### src/core/carr_regs.vh
`ifndef CARR_REGS_VH
`define CARR_REGS_VH
// Register byte offsets of the result bank
`define CARR_OFS_IBAT      8'h2F
`define CARR_OFS_VBUS      8'h31
`define CARR_OFS_VPMID     8'h33
`define CARR_OFS_VBAT      8'h35
`define CARR_OFS_VSYS      8'h37
`define CARR_OFS_TS        8'h39
// Reset value of every result
`define CARR_RESULT_RST    16'h0000
// Clamp limits in codes
`define CARR_IBAT_MAX      13'h03ED
`define CARR_IBAT_MIN      13'h1830
`define CARR_BUS_MAX       13'h0FA0
`define CARR_BAT_MAX       12'hFA0
`define CARR_TS_MAX        12'h3FF
// Field positions
`define CARR_IBAT_LSB      3
`define CARR_BUS_LSB       2
`define CARR_BAT_LSB       1
// Channel-off bit positions
`define CARR_OFF_IBAT      6
`define CARR_OFF_VBUS      5
`define CARR_OFF_VBAT      4
`define CARR_OFF_VSYS      3
`define CARR_OFF_TS        2
`define CARR_OFF_VPMID     0
`endif

### src/core/carr_result_bank.v
`include "carr_regs.vh"

// Operation
// - Battery current: 13-bit signed in 15:3, 5 mA step, clamped both ends, 2:0 zero
// - Charging current reads positive, discharging current reads negative
// - Offset 0x31 input-bus voltage unsigned in 14:2, 5 mV step, clamped high
// - Offset 0x33 mid-node voltage unsigned in 14:2, 5 mV step, clamped high
// - Battery voltage unsigned in 12:1, 1.25 mV step, clamped at FA0h
// - Offset 0x37 system voltage, same layout as battery voltage, clamped high
// - Thermistor percent unsigned in 11:0, clamped at 3FFh
// - All result registers reset to 0x0000
// - Offset 0x39 thermistor bits 15:12 read zero; bank ignores host writes
// - Rate bit: zero continuous updates, one a single update per request
// - Per-channel off bits, reset zero, freeze that channel's result
module carr_result_bank (
  input  wire        clk,          // 100 MHz clock
  input  wire        rst_n,        // Async reset, active low
  input  wire        adc_rate,     // 0 continuous, 1 one shot
  input  wire        adc_start,    // One-shot request pulse
  input  wire [7:0]  channel_off,  // Per-channel disable bits
  input  wire        sample_vld,   // Converter raw samples valid
  input  wire signed [15:0] ibat_raw, // Battery current code, signed
  input  wire [15:0] vbus_raw,     // Input-bus voltage code
  input  wire [15:0] vpmid_raw,    // Mid-node voltage code
  input  wire [15:0] vbat_raw,     // Battery voltage code
  input  wire [15:0] vsys_raw,     // System voltage code
  input  wire [15:0] ts_raw,       // Thermistor code
  input  wire        rd_en,        // Host read byte strobe
  input  wire        rd_first,     // First byte of a host read burst
  input  wire [7:0]  rd_addr,      // Host byte address
  input  wire        rd_busy,      // Host read burst in progress
  output reg  [7:0]  rd_data,      // Read byte, registered
  output reg         oneshot_busy  // One-shot conversion pending
);

  // Result registers, one per channel
  reg [15:0] battery_current_result_r;
  reg [15:0] input_bus_voltage_result_r;
  reg [15:0] mid_node_voltage_result_r;
  reg [15:0] battery_voltage_result_r;
  reg [15:0] system_voltage_result_r;
  reg [15:0] thermistor_result_r;
  // Word held for the high byte of a read burst
  reg [15:0] snap_r;
  // One-shot request state
  reg        pend_r;
  reg        pend_nxt;
  reg        take;
  // Read select path
  reg [15:0] sel;
  reg [7:0]  base;
  reg [5:0]  hit;
  reg        rd_low;
  reg        rd_snap;
  // Channel load strobes and next results
  reg [5:0]  upd;
  reg [15:0] cur_nxt;
  reg [15:0] bus_nxt;
  reg [15:0] mid_nxt;
  reg [15:0] bat_nxt;
  reg [15:0] sys_nxt;
  reg [15:0] ts_nxt;

  // Channel slots in the load strobe and address hit vectors
  localparam CH_CUR = 0;
  localparam CH_BUS = 1;
  localparam CH_MID = 2;
  localparam CH_BAT = 3;
  localparam CH_SYS = 4;
  localparam CH_TS  = 5;

  // Odd offsets hold the low byte; an even offset belongs to the word below
  function [7:0] word_base;
    input [7:0] a;
    begin
      word_base = a[0] ? a : a - 8'h01;
    end
  endfunction

  // One-hot register hit for a word base; all zero when unmapped
  function [5:0] word_hit;
    input [7:0] b;
    begin
      case (b)
        `CARR_OFS_IBAT:  word_hit = 6'h01;
        `CARR_OFS_VBUS:  word_hit = 6'h02;
        `CARR_OFS_VPMID: word_hit = 6'h04;
        `CARR_OFS_VBAT:  word_hit = 6'h08;
        `CARR_OFS_VSYS:  word_hit = 6'h10;
        `CARR_OFS_TS:    word_hit = 6'h20;
        default:         word_hit = 6'h00;
      endcase
    end
  endfunction

  // 13-bit bus voltage code placed in 14:2, other bits zero
  function [15:0] pad_bus;
    input [12:0] c;
    begin
      pad_bus = {1'b0, c, 2'h0};
    end
  endfunction

  // 12-bit cell voltage code placed in 12:1, other bits zero
  function [15:0] pad_cell;
    input [11:0] c;
    begin
      pad_cell = {3'h0, c, 1'b0};
    end
  endfunction

  // One byte of a result word; odd offsets carry bits 7:0
  function [7:0] pick_byte;
    input [15:0] w;
    input        low;
    begin
      pick_byte = low ? w[7:0] : w[15:8];
    end
  endfunction

  function [12:0] clamp_u13;
    input [15:0] v;
    input [12:0] lim;
    begin
      clamp_u13 = (v > {3'h0, lim}) ? lim : v[12:0];
    end
  endfunction

  function [11:0] clamp_u12;
    input [15:0] v;
    input [11:0] lim;
    begin
      clamp_u12 = (v > {4'h0, lim}) ? lim : v[11:0];
    end
  endfunction

  function [12:0] clamp_s13;
    input signed [15:0] v;
    begin
      if (v > $signed({3'h0, `CARR_IBAT_MAX}))
        clamp_s13 = `CARR_IBAT_MAX;
      else if (v < $signed({3'h7, `CARR_IBAT_MIN}))
        clamp_s13 = `CARR_IBAT_MIN;
      else
        clamp_s13 = v[12:0];
    end
  endfunction

  // Update gating; results never move during a host read burst
  always @* begin
    pend_nxt = pend_r;
    take     = 1'b0;
    if (sample_vld && !rd_busy) begin
      if (!adc_rate) take = 1'b1;
      else if (pend_r) begin
        take     = 1'b1;
        pend_nxt = 1'b0;
      end
    end
    if (adc_rate && adc_start) pend_nxt = 1'b1;
  end

  // Clamped and placed result of each channel from the current raw codes
  // Raw codes arrive already in result units
  always @* begin
    cur_nxt = {clamp_s13(ibat_raw), 3'h0};
    bus_nxt = pad_bus(clamp_u13(vbus_raw, `CARR_BUS_MAX));
    mid_nxt = pad_bus(clamp_u13(vpmid_raw, `CARR_BUS_MAX));
    bat_nxt = pad_cell(clamp_u12(vbat_raw, `CARR_BAT_MAX));
    sys_nxt = pad_cell(clamp_u12(vsys_raw, `CARR_BAT_MAX));
    ts_nxt  = {4'h0, clamp_u12(ts_raw, `CARR_TS_MAX)};
  end

  // A disabled channel is not loaded and keeps its last result
  always @* begin
    upd = 6'h00;
    // Only a taken sample loads anything
    if (take) begin
      upd[CH_CUR] = !channel_off[`CARR_OFF_IBAT];
      upd[CH_BUS] = !channel_off[`CARR_OFF_VBUS];
      upd[CH_MID] = !channel_off[`CARR_OFF_VPMID];
      upd[CH_BAT] = !channel_off[`CARR_OFF_VBAT];
      upd[CH_SYS] = !channel_off[`CARR_OFF_VSYS];
      upd[CH_TS]  = !channel_off[`CARR_OFF_TS];
    end
  end

  // One-shot request pending until a sample is taken
  always @(posedge clk or negedge rst_n) begin
    if (!rst_n) begin
      pend_r       <= 1'b0;
      oneshot_busy <= 1'b0;
    end else begin
      // A new request in the take cycle keeps the flag set
      pend_r       <= pend_nxt;
      oneshot_busy <= pend_nxt;
    end
  end

  // Battery current, signed code in 15:3
  always @(posedge clk or negedge rst_n) begin
    if (!rst_n) begin
      battery_current_result_r <= `CARR_RESULT_RST;
    end else if (upd[CH_CUR]) begin
      battery_current_result_r <= cur_nxt;
    end
  end

  // Input-bus voltage in 14:2
  always @(posedge clk or negedge rst_n) begin
    if (!rst_n) begin
      input_bus_voltage_result_r <= `CARR_RESULT_RST;
    end else if (upd[CH_BUS]) begin
      input_bus_voltage_result_r <= bus_nxt;
    end
  end

  // Mid-node voltage in 14:2
  always @(posedge clk or negedge rst_n) begin
    if (!rst_n) begin
      mid_node_voltage_result_r <= `CARR_RESULT_RST;
    end else if (upd[CH_MID]) begin
      mid_node_voltage_result_r <= mid_nxt;
    end
  end

  // Battery voltage in 12:1
  always @(posedge clk or negedge rst_n) begin
    if (!rst_n) begin
      battery_voltage_result_r <= `CARR_RESULT_RST;
    end else if (upd[CH_BAT]) begin
      battery_voltage_result_r <= bat_nxt;
    end
  end

  // System voltage in 12:1
  always @(posedge clk or negedge rst_n) begin
    if (!rst_n) begin
      system_voltage_result_r <= `CARR_RESULT_RST;
    end else if (upd[CH_SYS]) begin
      system_voltage_result_r <= sys_nxt;
    end
  end

  // Thermistor percent in 11:0, top nibble reserved
  always @(posedge clk or negedge rst_n) begin
    if (!rst_n) begin
      thermistor_result_r <= `CARR_RESULT_RST;
    end else if (upd[CH_TS]) begin
      thermistor_result_r <= ts_nxt;
    end
  end

  // Register select by word base address; no write path exists
  // Unmapped addresses hit nothing and read zero
  always @* begin
    base = word_base(rd_addr);
    hit  = word_hit(base);
    sel  = ({16{hit[CH_CUR]}} & battery_current_result_r)
         | ({16{hit[CH_BUS]}} & input_bus_voltage_result_r)
         | ({16{hit[CH_MID]}} & mid_node_voltage_result_r)
         | ({16{hit[CH_BAT]}} & battery_voltage_result_r)
         | ({16{hit[CH_SYS]}} & system_voltage_result_r)
         | ({16{hit[CH_TS]}}  & thermistor_result_r);
  end

  // Byte lane and snapshot decision of the current read strobe
  always @* begin
    rd_low  = rd_addr[0];
    rd_snap = rd_en && (rd_first || rd_addr[0]);
  end

  // Word snapshot taken with the low byte, or with a first byte at an even offset
  always @(posedge clk or negedge rst_n) begin
    if (!rst_n) begin
      snap_r <= 16'h0000;
    end else if (rd_snap) begin
      snap_r <= sel;
    end
  end

  // High byte of a burst comes from the snapshot, so it pairs with its low byte
  always @(posedge clk or negedge rst_n) begin
    if (!rst_n) begin
      rd_data <= 8'h00;
    end else if (rd_en) begin
      if (rd_first || rd_low) begin
        rd_data <= pick_byte(sel, rd_low);
      end else begin
        rd_data <= snap_r[15:8];
      end
    end
  end

endmodule // carr_result_bank

### config.mk
export PLATFORM = sky130hd
export DESIGN_NAME = carr_result_bank
export DESIGN_NICKNAME = d
export VERILOG_FILES = /design/src/core/carr_result_bank.v
export VERILOG_INCLUDE_DIRS = /design/src /design/src/core
export SDC_FILE = /design/constraint.sdc
export NUM_CORES = 1
export LEC_CHECK = 0
export ABC_AREA = 1
export BUFFER_PORTS_ARGS = -buffer_cell sky130_fd_sc_hd__buf_2
export CORE_MARGIN = 2
export CORE_UTILIZATION = 25
export DETAILED_ROUTE_END_ITERATION = 16
export GPL_TIMING_DRIVEN = 0
export PLACE_DENSITY = 0.56
export SYNTH_ARGS = -nofsm -noshare
export SYNTH_HDL_FRONTEND = slang
export SYNTH_SLANG_ARGS = --single-unit
### constraint.sdc
create_clock -name clk -period 3.75 [get_ports clk]
set_input_delay 0.75 -clock clk [delete_from_list [all_inputs] [get_ports clk]]
set_output_delay 0.75 -clock clk [all_outputs]
set_load 0.02 [all_outputs]
# After elaboration in Yosys (flattened, before gate mapping)
# Index checks and enable logic that the tools add are counted.
[classes]
n_addsub = 1
magnitude_cmp = 7
eq_ne = 6
muxes = 18
bitwise = 11
reduce_logical = 14
[op_table]
columns = ["cell", "n"]
rows = [
  ["OR 16 bit", 5],
  ["greater-than comparator 16 x 12 -> 1 bit (second input constant)", 4],
  ["two-way mux 13 bit", 4],
  ["== test 8 x 6 -> 1 bit (second input constant)", 6],
  ["two-way mux 12 bit", 3],
  ["case mux 6 bit (6 select lines)", 1],
  ["AND 16 x 13 -> 16 bit", 2],
  ["AND 16 x 15 -> 16 bit", 2],
  ["two-way mux 8 bit", 3],
  ["AND 16 x 12 -> 16 bit", 1],
  ["AND 16 bit", 1],
  ["greater-than comparator 16 x 10 -> 1 bit (second input constant)", 1],
  ["greater-than comparator 16 x 11 -> 1 bit (second input constant)", 1],
  ["less-than comparator 16 x 12 -> 1 bit (second input constant)", 1],
  ["subtractor 8 x 1 -> 8 bit (second input constant)", 1],
  ["logical NOT 1 bit", 7],
  ["two-way mux 1 bit", 6],
  ["two-way mux 6 bit", 1],
  ["nonzero test 2 bit", 2],
  ["logical AND 1 bit", 3],
  ["AND reduction 2 bit", 1],
  ["logical OR 1 bit", 1],
]
[totals]
reg_bits = 100
inputBits = 120
word_cells = 66

# Depth between registers and ports, before layout
# Gate-level depths: netlist (run 1).
[logic_depth]
depth_word = 12
mapped_depth = 20
ltp_nobuf = 19

# Least setup slack after synthesis (run 1)
# Ideal clock, no wire load.
[synth_path]
path_kind = "input port to flip-flop"
from = "in rd_addr[0]"
to = "reg rd_data[1]"
setup_ps = 77
t_arrival_ps = 2308
required_ps = 3673
slack_ps = 1365
path_stages = 16
path_buffers = 1
path_cell_list = "inv_2 -> ha_1 -> inv_1 -> nor2_1 -> nand3_1 -> nand2_1 -> nand2_1 -> nor2_4 -> and2_4 -> buf_6 -> nand2_2 -> o21ai_1 -> inv_1 -> nand2_1 -> nand2_1 -> a21oi_1"
[synth_via]
elab_chain_len = 12
[synth_lines]
columns = ["item", "line_no", "rtl"]
rows = [
  ["start, declared", "carr_result_bank.v:30", "input wire [7:0] rd_addr,"],
  ["subtractor 8 x 1 -> 8 bit", "carr_result_bank.v:76", "word_base = a[0] ? a : a - 8'h01;"],
  ["two-way mux 8 bit", "carr_result_bank.v:76", ""],
  ["== test 8 x 6 -> 1 bit", "carr_result_bank.v:84", "case (b)"],
  ["case mux 6 bit (6 select lines)", "carr_result_bank.v:84", ""],
  ["AND 16 bit or AND 16 x 15 -> 16 bit (tied branches)", "carr_result_bank.v:259, carr_result_bank.v:260", ""],
  ["OR 16 bit", "carr_result_bank.v:260", "| ({16{hit[CH_BUS]}} & input_bus_voltage_result_r)"],
  ["OR 16 bit", "carr_result_bank.v:261", "| ({16{hit[CH_MID]}} & mid_node_voltage_result_r)"],
  ["OR 16 bit", "carr_result_bank.v:262", "| ({16{hit[CH_BAT]}} & battery_voltage_result_r)"],
  ["OR 16 bit", "carr_result_bank.v:263", "| ({16{hit[CH_SYS]}} & system_voltage_result_r)"],
  ["OR 16 bit", "carr_result_bank.v:264", "| ({16{hit[CH_TS]}} & thermistor_result_r);"],
  ["two-way mux 8 bit", "carr_result_bank.v:117", "pick_byte = low ? w[7:0] : w[15:8];"],
  ["two-way mux 8 bit *", "carr_result_bank.v:287", "if (rd_first || rd_low) begin"],
  ["end signal, assigned", "carr_result_bank.v:288", "rd_data <= pick_byte(sel, rd_low);"],
  ["end signal, assigned", "carr_result_bank.v:290", "rd_data <= snap_r[15:8];"],
  ["end, declared", "carr_result_bank.v:32", "output reg [7:0] rd_data,"],
]
# Mark *: on every way between the ends. The rest lies on a longest branch, timed or not.
# A chain may end at the register's enable or synchronous reset.

# Worst setup path after layout (run 1)
[layout_path]
from = "in rd_addr[0]"
to = "reg rd_data[4]"
# Same word-level chain as after synthesis.

==> results of run 1 <==
==> through the flow <==
stage                     cell area, um^2  total power, mW  util [%]  cells  worst slack [ns]
after floorplan                      4980             1.39         -    685              1.37
after global placement               5940             1.58      30.4   1076             0.616
after detailed placement             5970             1.59      30.6   1077             0.749
after CTS                            6260             2.50      32.1   1093              1.10
after global routing                 6260             2.62      32.1   1093             0.707
final                                6260             2.48      32.1   1093              1.02
==> kinds of logic (layout without fill, tap and decap cells) <==
logic type / count (synthesis) / count (layout) / share of synthesized area, %
fa+ha+maj: 1 / 1 / 0.251
flops: 92 / 92 / 46.3
compound gates: 94 / 94 / 10.2
buf+inv: 89 / 232 / 7.54
simple gates: 409 / 409 / 35.8
==> report_power, final <==
part | internal (mW) | total (mW) | switching [mW]
Combinational | 0.142 | 0.367 | 0.225
Clock | 0.534 | 0.910 | 0.376
Sequential | 1.11 | 1.20 | 0.0891
==> routing by layer <==
metal  share of wire, %  track usage [%]  routed length (um)
met5                  0                0                   0
met3                4.1             2.36                 624
met2                 45             23.6                6850
met4                1.4             4.12                 213
met1                 50             20.9                7630
==> registers in the layout, indices dropped and copies added (netlist names) <==
name,flops
rd_data,8
battery_current_result_r,13
thermistor_result_r,12
mid_node_voltage_result_r,13
system_voltage_result_r,12
snap_r,8
pend_r,1
battery_voltage_result_r,12
input_bus_voltage_result_r,13
==> layout make-up <==
cell class	count	area [um^2]
Fill cell	2171	13300
Timing Repair Buffer	127	661
Multi-Input combinational cell	504	2300
Sequential cell	92	2300
Inverter	62	233
Tap cell	265	332
Clock buffer	12	246
Buffer	27	143
Clock inverter	4	48.8
==> worst max path at each step <==
stage | start | end | cells past startpoint
after global placement | adc_rate | battery_current_result_r[13]$_DFFE_PN0P_ | 8
after detailed placement | rd_addr[0] | rd_data[1]$_DFFE_PN0P_ | 18
after global routing | rd_addr[0] | rd_data[0]$_DFFE_PN0P_ | 18
after CTS | rd_addr[0] | rd_data[1]$_DFFE_PN0P_ | 18
after floorplan | rd_addr[0] | rd_data[1]$_DFFE_PN0P_ | 16
final | rd_addr[0] | rd_data[4]$_DFFE_PN0P_ | 17
==> critical path, cell delays in order <==
cell	delay (ns)
buf_2	0.12
inv_2	0.12
ha_1	0.21
inv_1	0.05
nor2_1	0.19
nand2_1	0.08
nand2_1	0.06
nand2_1	0.07
nor2_1	0.30
buf_4	0.23
buf_4	0.19
nand4_1	0.14
nand3_1	0.16
o21ai_0	0.11
nand3_1	0.14
nand2_1	0.05
inv_1	0.04
==> synth_stat cells <==
library cell  instances  area, um^2
a22o_1                1        8.76
inv_2                 1        3.75
nand2_2               1        6.26
o21ai_1               5        25.0
nand3_1              77         385
nor4_1                5        31.3
clkbuf_1             12        45.0
nor2_4                3        33.8
nor2_2                1        6.26
nand3b_1              2        15.0
buf_2                 9        45.0
nand4_1              32         200
a31oi_1               2        12.5
o41a_1                4        45.0
nand2_1             224         841
a21oi_1              18        90.1
inv_1                61         229
ha_1                  1        12.5
buf_4                 4        30.0
buf_6                 2        22.5
o22a_1                1        8.76
nor2_1               54         203
o21ai_0              63         315
or2_2                 4        25.0
dfrtp_1              92        2300
and2_4                1        8.76
nor3_1                5        25.0
==> placed cells by master (no fill, tap or decap) <==
master     instances
bufinv_16          1
inv_2              1
dfrtp_1           92
a22o_1             1
nor4_1             5
o41a_1             4
or2_2              4
nor2_4             3
nand3b_1           2
buf_4              5
clkbuf_1          14
o21ai_1            6
nand2_1          224
a21oi_1           18
inv_1             61
clkinv_4           1
ha_1               1
nor2_1            54
nor2_2             1
nand3_1           77
nand2_2            1
buf_16             1
a31oi_1            2
nor3_1             5
o21ai_0           62
and2_4             1
clkbuf_8           1
buf_6              2
nand4_1           32
buf_2            134
clkinv_2           2
o22a_1             1
clkbuf_16          9
==> results.md, run 1 <==
Route:
- After detailed routing, the average wire length per cell comes to approximately 14 um.
- The routed design has between 15000 and 20000 um of wire.
- The number of vias per cell after detailed routing is approximately 4.5.
- In the routed design, unresolved DRC markers number 0.
- The count of nets left with antenna violations once routing finished came out at 0.
- Across all layers, the routed design uses 4962 vias.
- The first routing iteration left 230 violations.
- For this run, the detailed router's first-pass iteration total came to 5.

Floorplan:
- The floorplan step defined a core boundary enclosing 19500 um^2.
- The floorplan has 51 rows.
- The I/O pin count is between 100 and 150.
- Once the floorplan was initialized, standard cells occupied between 20% and 30% of the core.
- The die area is around 21000 um^2.
- The die boundary width is 145 um.
- The die is 145 um tall.

Global route:
- The pin count of the biggest net entering global routing is 56.
- The global-route wire length before repair is 25100 um.
- The number of antenna violations at the first check in global routing is 0.
- Global routing finished with a remaining overflow of 0.
- Across every metal layer, demand over resource in global routing totals 14.8%.
- The number of global-route vias before repair came to approximately 4900.

Power and ir drop:
- Summed over all cells, the static leakage comes to between 3 and 4 nW.
- The maximum vdd ir drop is ~0.21 mV.
- The power density of the placed cells is between 300 and 400 nW/um^2.

Layout:
- The area growth from synthesis to layout is 25.9%.
- The final layout net count is roughly 940.
- The fraction of final layout cells with drive strength greater than 1 is 20.2%.
- The number of antenna repair diodes is 0.

Hold path:
- The tightest min-delay check is of the input pin to async pin type.

Setup path:
- The startpoint identified for the worst register-to-register timing path is pend_r$_DFFE_PN0P_.
- The data required time at the worst endpoint is a little over 4 ns.
- The peak fanout along the critical path is 10.
- The depth of the worst register-to-register path is 6.
- The worst setup path is launched from an input pin.
- The arrival time at the worst endpoint is slightly above 3 ns.
- By startpoint and endpoint, the worst setup path is classified as input pin to flop.
- The endpoint identified for the worst register-to-register timing path is input_bus_voltage_result_r[5]$_DFFE_PN0P_.
- STA classifies the critical path endpoint as a flop.
- The worst reg-to-reg setup slack is 1.63 ns.

STA:
- In the final timing run, aggregate negative setup slack is 0 ns.
- The worst slack on hold paths is roughly 0.38 ns.
- After layout, the worst path uses slightly above 70% of the clock period.
- For the pin with the worst max-slew slack, the measured transition is ~0.9 ns.
- The final max-slew violation count is 0.
- In this run the tightest slew margin relative to its limit is 41.1%.
- The count of final setup violators is 0.
- The top achievable clock speed is 0.367 GHz.
- For the final database, setup skew stands at 0.00753 ns.
- The worst path in the final design needs a cycle of around 2.7 ns, including I/O delays and setup.
- The number of hold violations in the final report is 0.
- Setup repair after global routing left no endpoint under its margin.

Synthesis:
- The synthesized netlist net count is 806.
- The mean area per synthesized cell is ~7.3 um^2.
- The count of yosys warnings during synthesis is 0.
- Counting flops and latches in the post-synthesis netlist gives 92.
- For this run, the register share of the synthesized area comes to 46.3%.
- The synthesized cell area is roughly 5000 um^2.
- The distinct cell type count of the synthesized netlist is 27.
- The gate count of the mapped netlist is 685.

Clocking:
- The clock network latency to the later pin of the worst-skew pair is about 0.34 ns.
- The root buffer cell chosen for the clock tree is clkbuf_16.
- Once the clock tree was built, the setup fixing pass inserted 0 buffers.
- The count of cells resized by post-cts repair is 0.
- The maximum number of buffers from clock root to sink is 2.
- Clock-pin slew was measured on the worst setup and hold paths at approximately 0.07 ns.
- The total of hold buffers inserted after clock tree synthesis is 0.
- The number of clock buffers inserted by TritonCTS is 9.
- The count of H-tree levels built during CTS is 3.
- The TritonCTS clock tree is yes.
- For this design, the sink count on the clock tree is 92.

Placed design:
- The last weighted congestion value of the routability-driven placer is 0.872.
- The HPWL after detailed placement is roughly 12000 um.
- The number of port buffers is about 130.

Outcome:
- The flow ran to the end, and the final reports show no timing, DRC or antenna violations.

Run:
- Across the run, the number of max-cap violations was 0.
Power figures use the tool's default switching activity.
==> run 2: changes to the inputs <==
--- a/config.mk
+++ b/config.mk
@@ -12,7 +12,7 @@
 export CORE_UTILIZATION = 25
 export DETAILED_ROUTE_END_ITERATION = 16
 export GPL_TIMING_DRIVEN = 0
-export PLACE_DENSITY = 0.56
+export PLACE_DENSITY = 0.57
 export SYNTH_ARGS = -nofsm -noshare
 export SYNTH_HDL_FRONTEND = slang
 export SYNTH_SLANG_ARGS = --single-unit
==> constraint.sdc (replaced) <==
create_clock -name clk -period 2.5 [get_ports clk]
set_input_delay 0.5 -clock clk [delete_from_list [all_inputs] [get_ports clk]]
set_output_delay 0.5 -clock clk [all_outputs]
set_load 0.02 [all_outputs]
==> results.md, run 2 (synthesis results as in run 1) <==
Floorplan:
- The effective utilization at floorplan is 25.5% (unchanged).
- The I/O pin count came to 129 (unchanged).
- The number of placement rows is 51 (unchanged).
- The die boundary width was 145 um (unchanged).
- The core outline area is 19500 um^2 (unchanged).
- The die area is 21000 um^2 (unchanged).
- The y dimension of the die is 145 um (unchanged).

Clocking:
- The clock network latency to the later pin of the worst-skew pair was 0.34 ns (about the same).
- The number of clock buffers inserted by TritonCTS is 9 (unchanged).
- The TritonCTS clock tree is yes (unchanged).
- The count of H-tree levels built during CTS is 3 (unchanged).
- The number of buffers inserted to repair setup after CTS was 0 (unchanged).
- The total of hold buffers inserted after clock tree synthesis was 0 (unchanged).
- The maximum number of buffers from clock root to sink is 2 (unchanged).
- The post-CTS clock slew at the launch and capture registers of the worst setup and hold paths was 0.07 ns (about the same).
- The root buffer cell is clkbuf_16 (unchanged).
- The count of cells resized by post-cts repair was 1 (was 0).
- The sink count of the clock tree is 92 (unchanged).

Layout:
- The most common library cell in the layout ignoring fill and taps was nand2_1 (unchanged).
- The final instance count without filler cells is 1093 (unchanged).
- The fraction of final layout cells with drive strength greater than 1 came to 20.7% (was 20.2%).
- Leading cell types in the layout, fill and taps excluded: 224 x nand2_1, 133 x buf_2, 92 x dfrtp_1 (was 224 x nand2_1, 134 x buf_2, 92 x dfrtp_1).
- The final layout net count is 944 (unchanged).
- The number of antenna repair diodes is 0 (unchanged).
- Largest registers: battery_current_result_r (13), input_bus_voltage_result_r (13), mid_node_voltage_result_r (13) (unchanged).
- The relative area change from synthesis to final layout is 26.2% (was 25.9%).

STA:
- The count of final setup violators came to 0 (unchanged).
- In the finished design, the share of the clock period the worst path needs comes to between 90% and 100%.
- The final max-slew violation count is 0 (unchanged).
- The maximum clock skew at final layout is 0.00723 ns (was 0.00753 ns).
- The number of hold violations in the final report is 0 (unchanged).
- The headroom to the max-slew limit is 45.3% (was 41.1%).
- The measured slew at the worst slew-check pin was 0.814 ns (was 0.877 ns).
- The worst slack on hold paths is 0.156 ns (was 0.384 ns).
- The final total negative setup slack came to 0 ns (unchanged).
- The shortest period the worst path allows is between 2 and 2.5 ns.
- The top achievable clock speed is between 0.4 and 0.5 GHz.

Setup path:
- The element type at the critical path end is a flop (unchanged).
- The arrival time at the worst endpoint is 2.56 ns (was 3.02 ns).
- The data required time at the worst endpoint is 2.77 ns (was 4.04 ns).
- The depth of the worst register-to-register path came to 6 (unchanged).
- The cell seen most often among critical-path stages is nand2_1 (unchanged).
- The beginning of the worst register-to-register path is pend_r$_DFFE_PN0P_ (unchanged).
- The number of buffer and inverter stages on the critical path is 5 (was 6).
- The worst reg-to-reg setup slack is 0.44 ns (was 1.63 ns).
- The kind of start point of the critical path is an input pin (unchanged).
- The worst stage delay on the critical path is 0.21 ns (was 0.30 ns).
- The peak fanout along the critical path is 10 (unchanged).
- The path type of the worst setup path was input pin to flop (unchanged).
- The end of the worst register-to-register path is battery_current_result_r[7]$_DFFE_PN0P_ (was input_bus_voltage_result_r[5]$_DFFE_PN0P_).
- Crit-path cells: buf_2, inv_2, ha_1, inv_1, nor2_2, nand3_1, nand2_1, nand3_1, nor2_2, nand2_1, inv_1, clkbuf_4, nand2_1, nand2_1, nor2_1, nand2_1, nand2_1, a21oi_1 (was buf_2, inv_2, ha_1, inv_1, nor2_1, nand2_1, nand2_1, nand2_1, nor2_1, buf_4, buf_4, nand4_1, nand3_1, o21ai_0, nand3_1, nand2_1, inv_1).
- The family with the most delay on the worst path is simple AND/OR/NAND/NOR gates (unchanged).
- The highest-delay cell along the critical path is ha_1 (was nor2_1).

Route:
- The iteration count of the initial detailed-routing pass is 5 (unchanged).
- The via count of the routed design came to 4995 (was 4962).
- The detailed-route wire length is 15000 um (was 15300 um).
- The number of DRC markers in iteration 0 is 336 (was 230).
- The number of nets with antenna violations after detailed routing is 0 (unchanged).
- The number of vias per cell after detailed routing is 4.57 (was 4.54).
- The final routed DRC violation total is 0 (unchanged).
- The routed wirelength normalized by instance count is 13.8 um (was 14.0 um).

Global route:
- The global-route wire length before repair is 24700 um (was 25100 um).
- The number of global-route vias before repair is 4810 (was 4911).
- The pin count of the biggest net entering global routing came to 48 (was 56).
- The overall fraction of global-route tracks in use is 14.7% (was 14.8%).
- The number of antenna violations at the first check in global routing is 0 (unchanged).
- The remaining global-route overflow was 0 (unchanged).

Run:
- The number of violations of the max-capacitance limit was 0 (unchanged).

Placed design:
- The number of port buffers is 126 (unchanged).
- The HPWL after detailed placement is 11900 um (was 12200 um).
- The placed cell count is 1077 (unchanged).
- The last weighted congestion value of the routability-driven placer is 0.869 (was 0.872).

Power and ir drop:
- The maximum vdd ir drop is 0.334 mV (was 0.212 mV).
- The static leakage is 3.32 nW (about the same).
- The power density of the placed cells was 593 nW/um^2 (was 396 nW/um^2).

Outcome:
- Outcome: finished clean (unchanged).

Hold path:
- The class of the most critical hold timing path is input pin to async pin (unchanged).
run 2: cell types whose count changed in the layout (fill, tap and decap cells not counted), sizes merged:
cell    change
buf         -1
clkbuf      +1
run 2: how the worst max path moves through the flow:
| stage | depth (start not counted) | start | slack (ns) | to |
|---|---|---|---|---|
| 2_1_floorplan | 16 | rd_addr[0] | 0.37 | rd_data[1]$_DFFE_PN0P_ |
| 3_3_place_gp | 8 | adc_rate | -0.28 | battery_current_result_r[7]$_DFFE_PN0P_ |
| 3_5_place_dp | 8 | adc_rate | -0.28 | battery_current_result_r[7]$_DFFE_PN0P_ |
| 4_1_cts | 18 | rd_addr[0] | 0.12 | rd_data[1]$_DFFE_PN0P_ |
| 5_1_grt | 17 | rd_addr[0] | -0.02 | rd_data[6]$_DFFE_PN0P_ |
| 6_report | 18 | rd_addr[0] | 0.21 | rd_data[1]$_DFFE_PN0P_ |
run 2: stage by stage:
stage | total power [mW] | area [um^2] | utilization [%] | setup slack, ns
after floorplan | 2.08 | 4980 | - | 0.365
after global placement | 2.37 | 5940 | 30.4 | -0.283
after detailed placement | 2.38 | 5970 | 30.6 | -0.277
after CTS | 3.75 | 6260 | 32.1 | 0.121
after global routing | 3.91 | 6280 | 32.1 | -0.0156
final | 3.72 | 6280 | 32.1 | 0.212
run 2: where the power goes:
group	switching [mW]	internal, mW
Clock	0.565	0.801
Combinational	0.340	0.214
Sequential	0.131	1.67
run 2: worst reg2reg max path, stage by stage (launching register included):
cell and delay (ns):
dfrtp_1 0.38, o21ai_1 0.65, nor2_1 0.23, inv_1 0.14, clkbuf_1 0.37, nand2_1 0.09
o21ai_0 0.09
run 2: layer usage:
metal	wire length (um)	vias to the layer above	share of wire [%]	global-route usage, %
met5	0	-	0	0
met3	811	19	5.4	2.70
met4	290	0	1.9	4.66
li1	-	2528	-	-
met1	7370	2308	49	20.7
met2	6560	140	44	22.8
run 2: cell type report:
type / count / area, um^2
buffer: 27 / 145
clock buffer: 12 / 246
clock inverter: 4 / 48.8
fill: 2171 / 13200
inverter: 62 / 233
multi-input combinational: 504 / 2310
sequential: 92 / 2300
tap: 265 / 332
timing repair buffer: 127 / 661
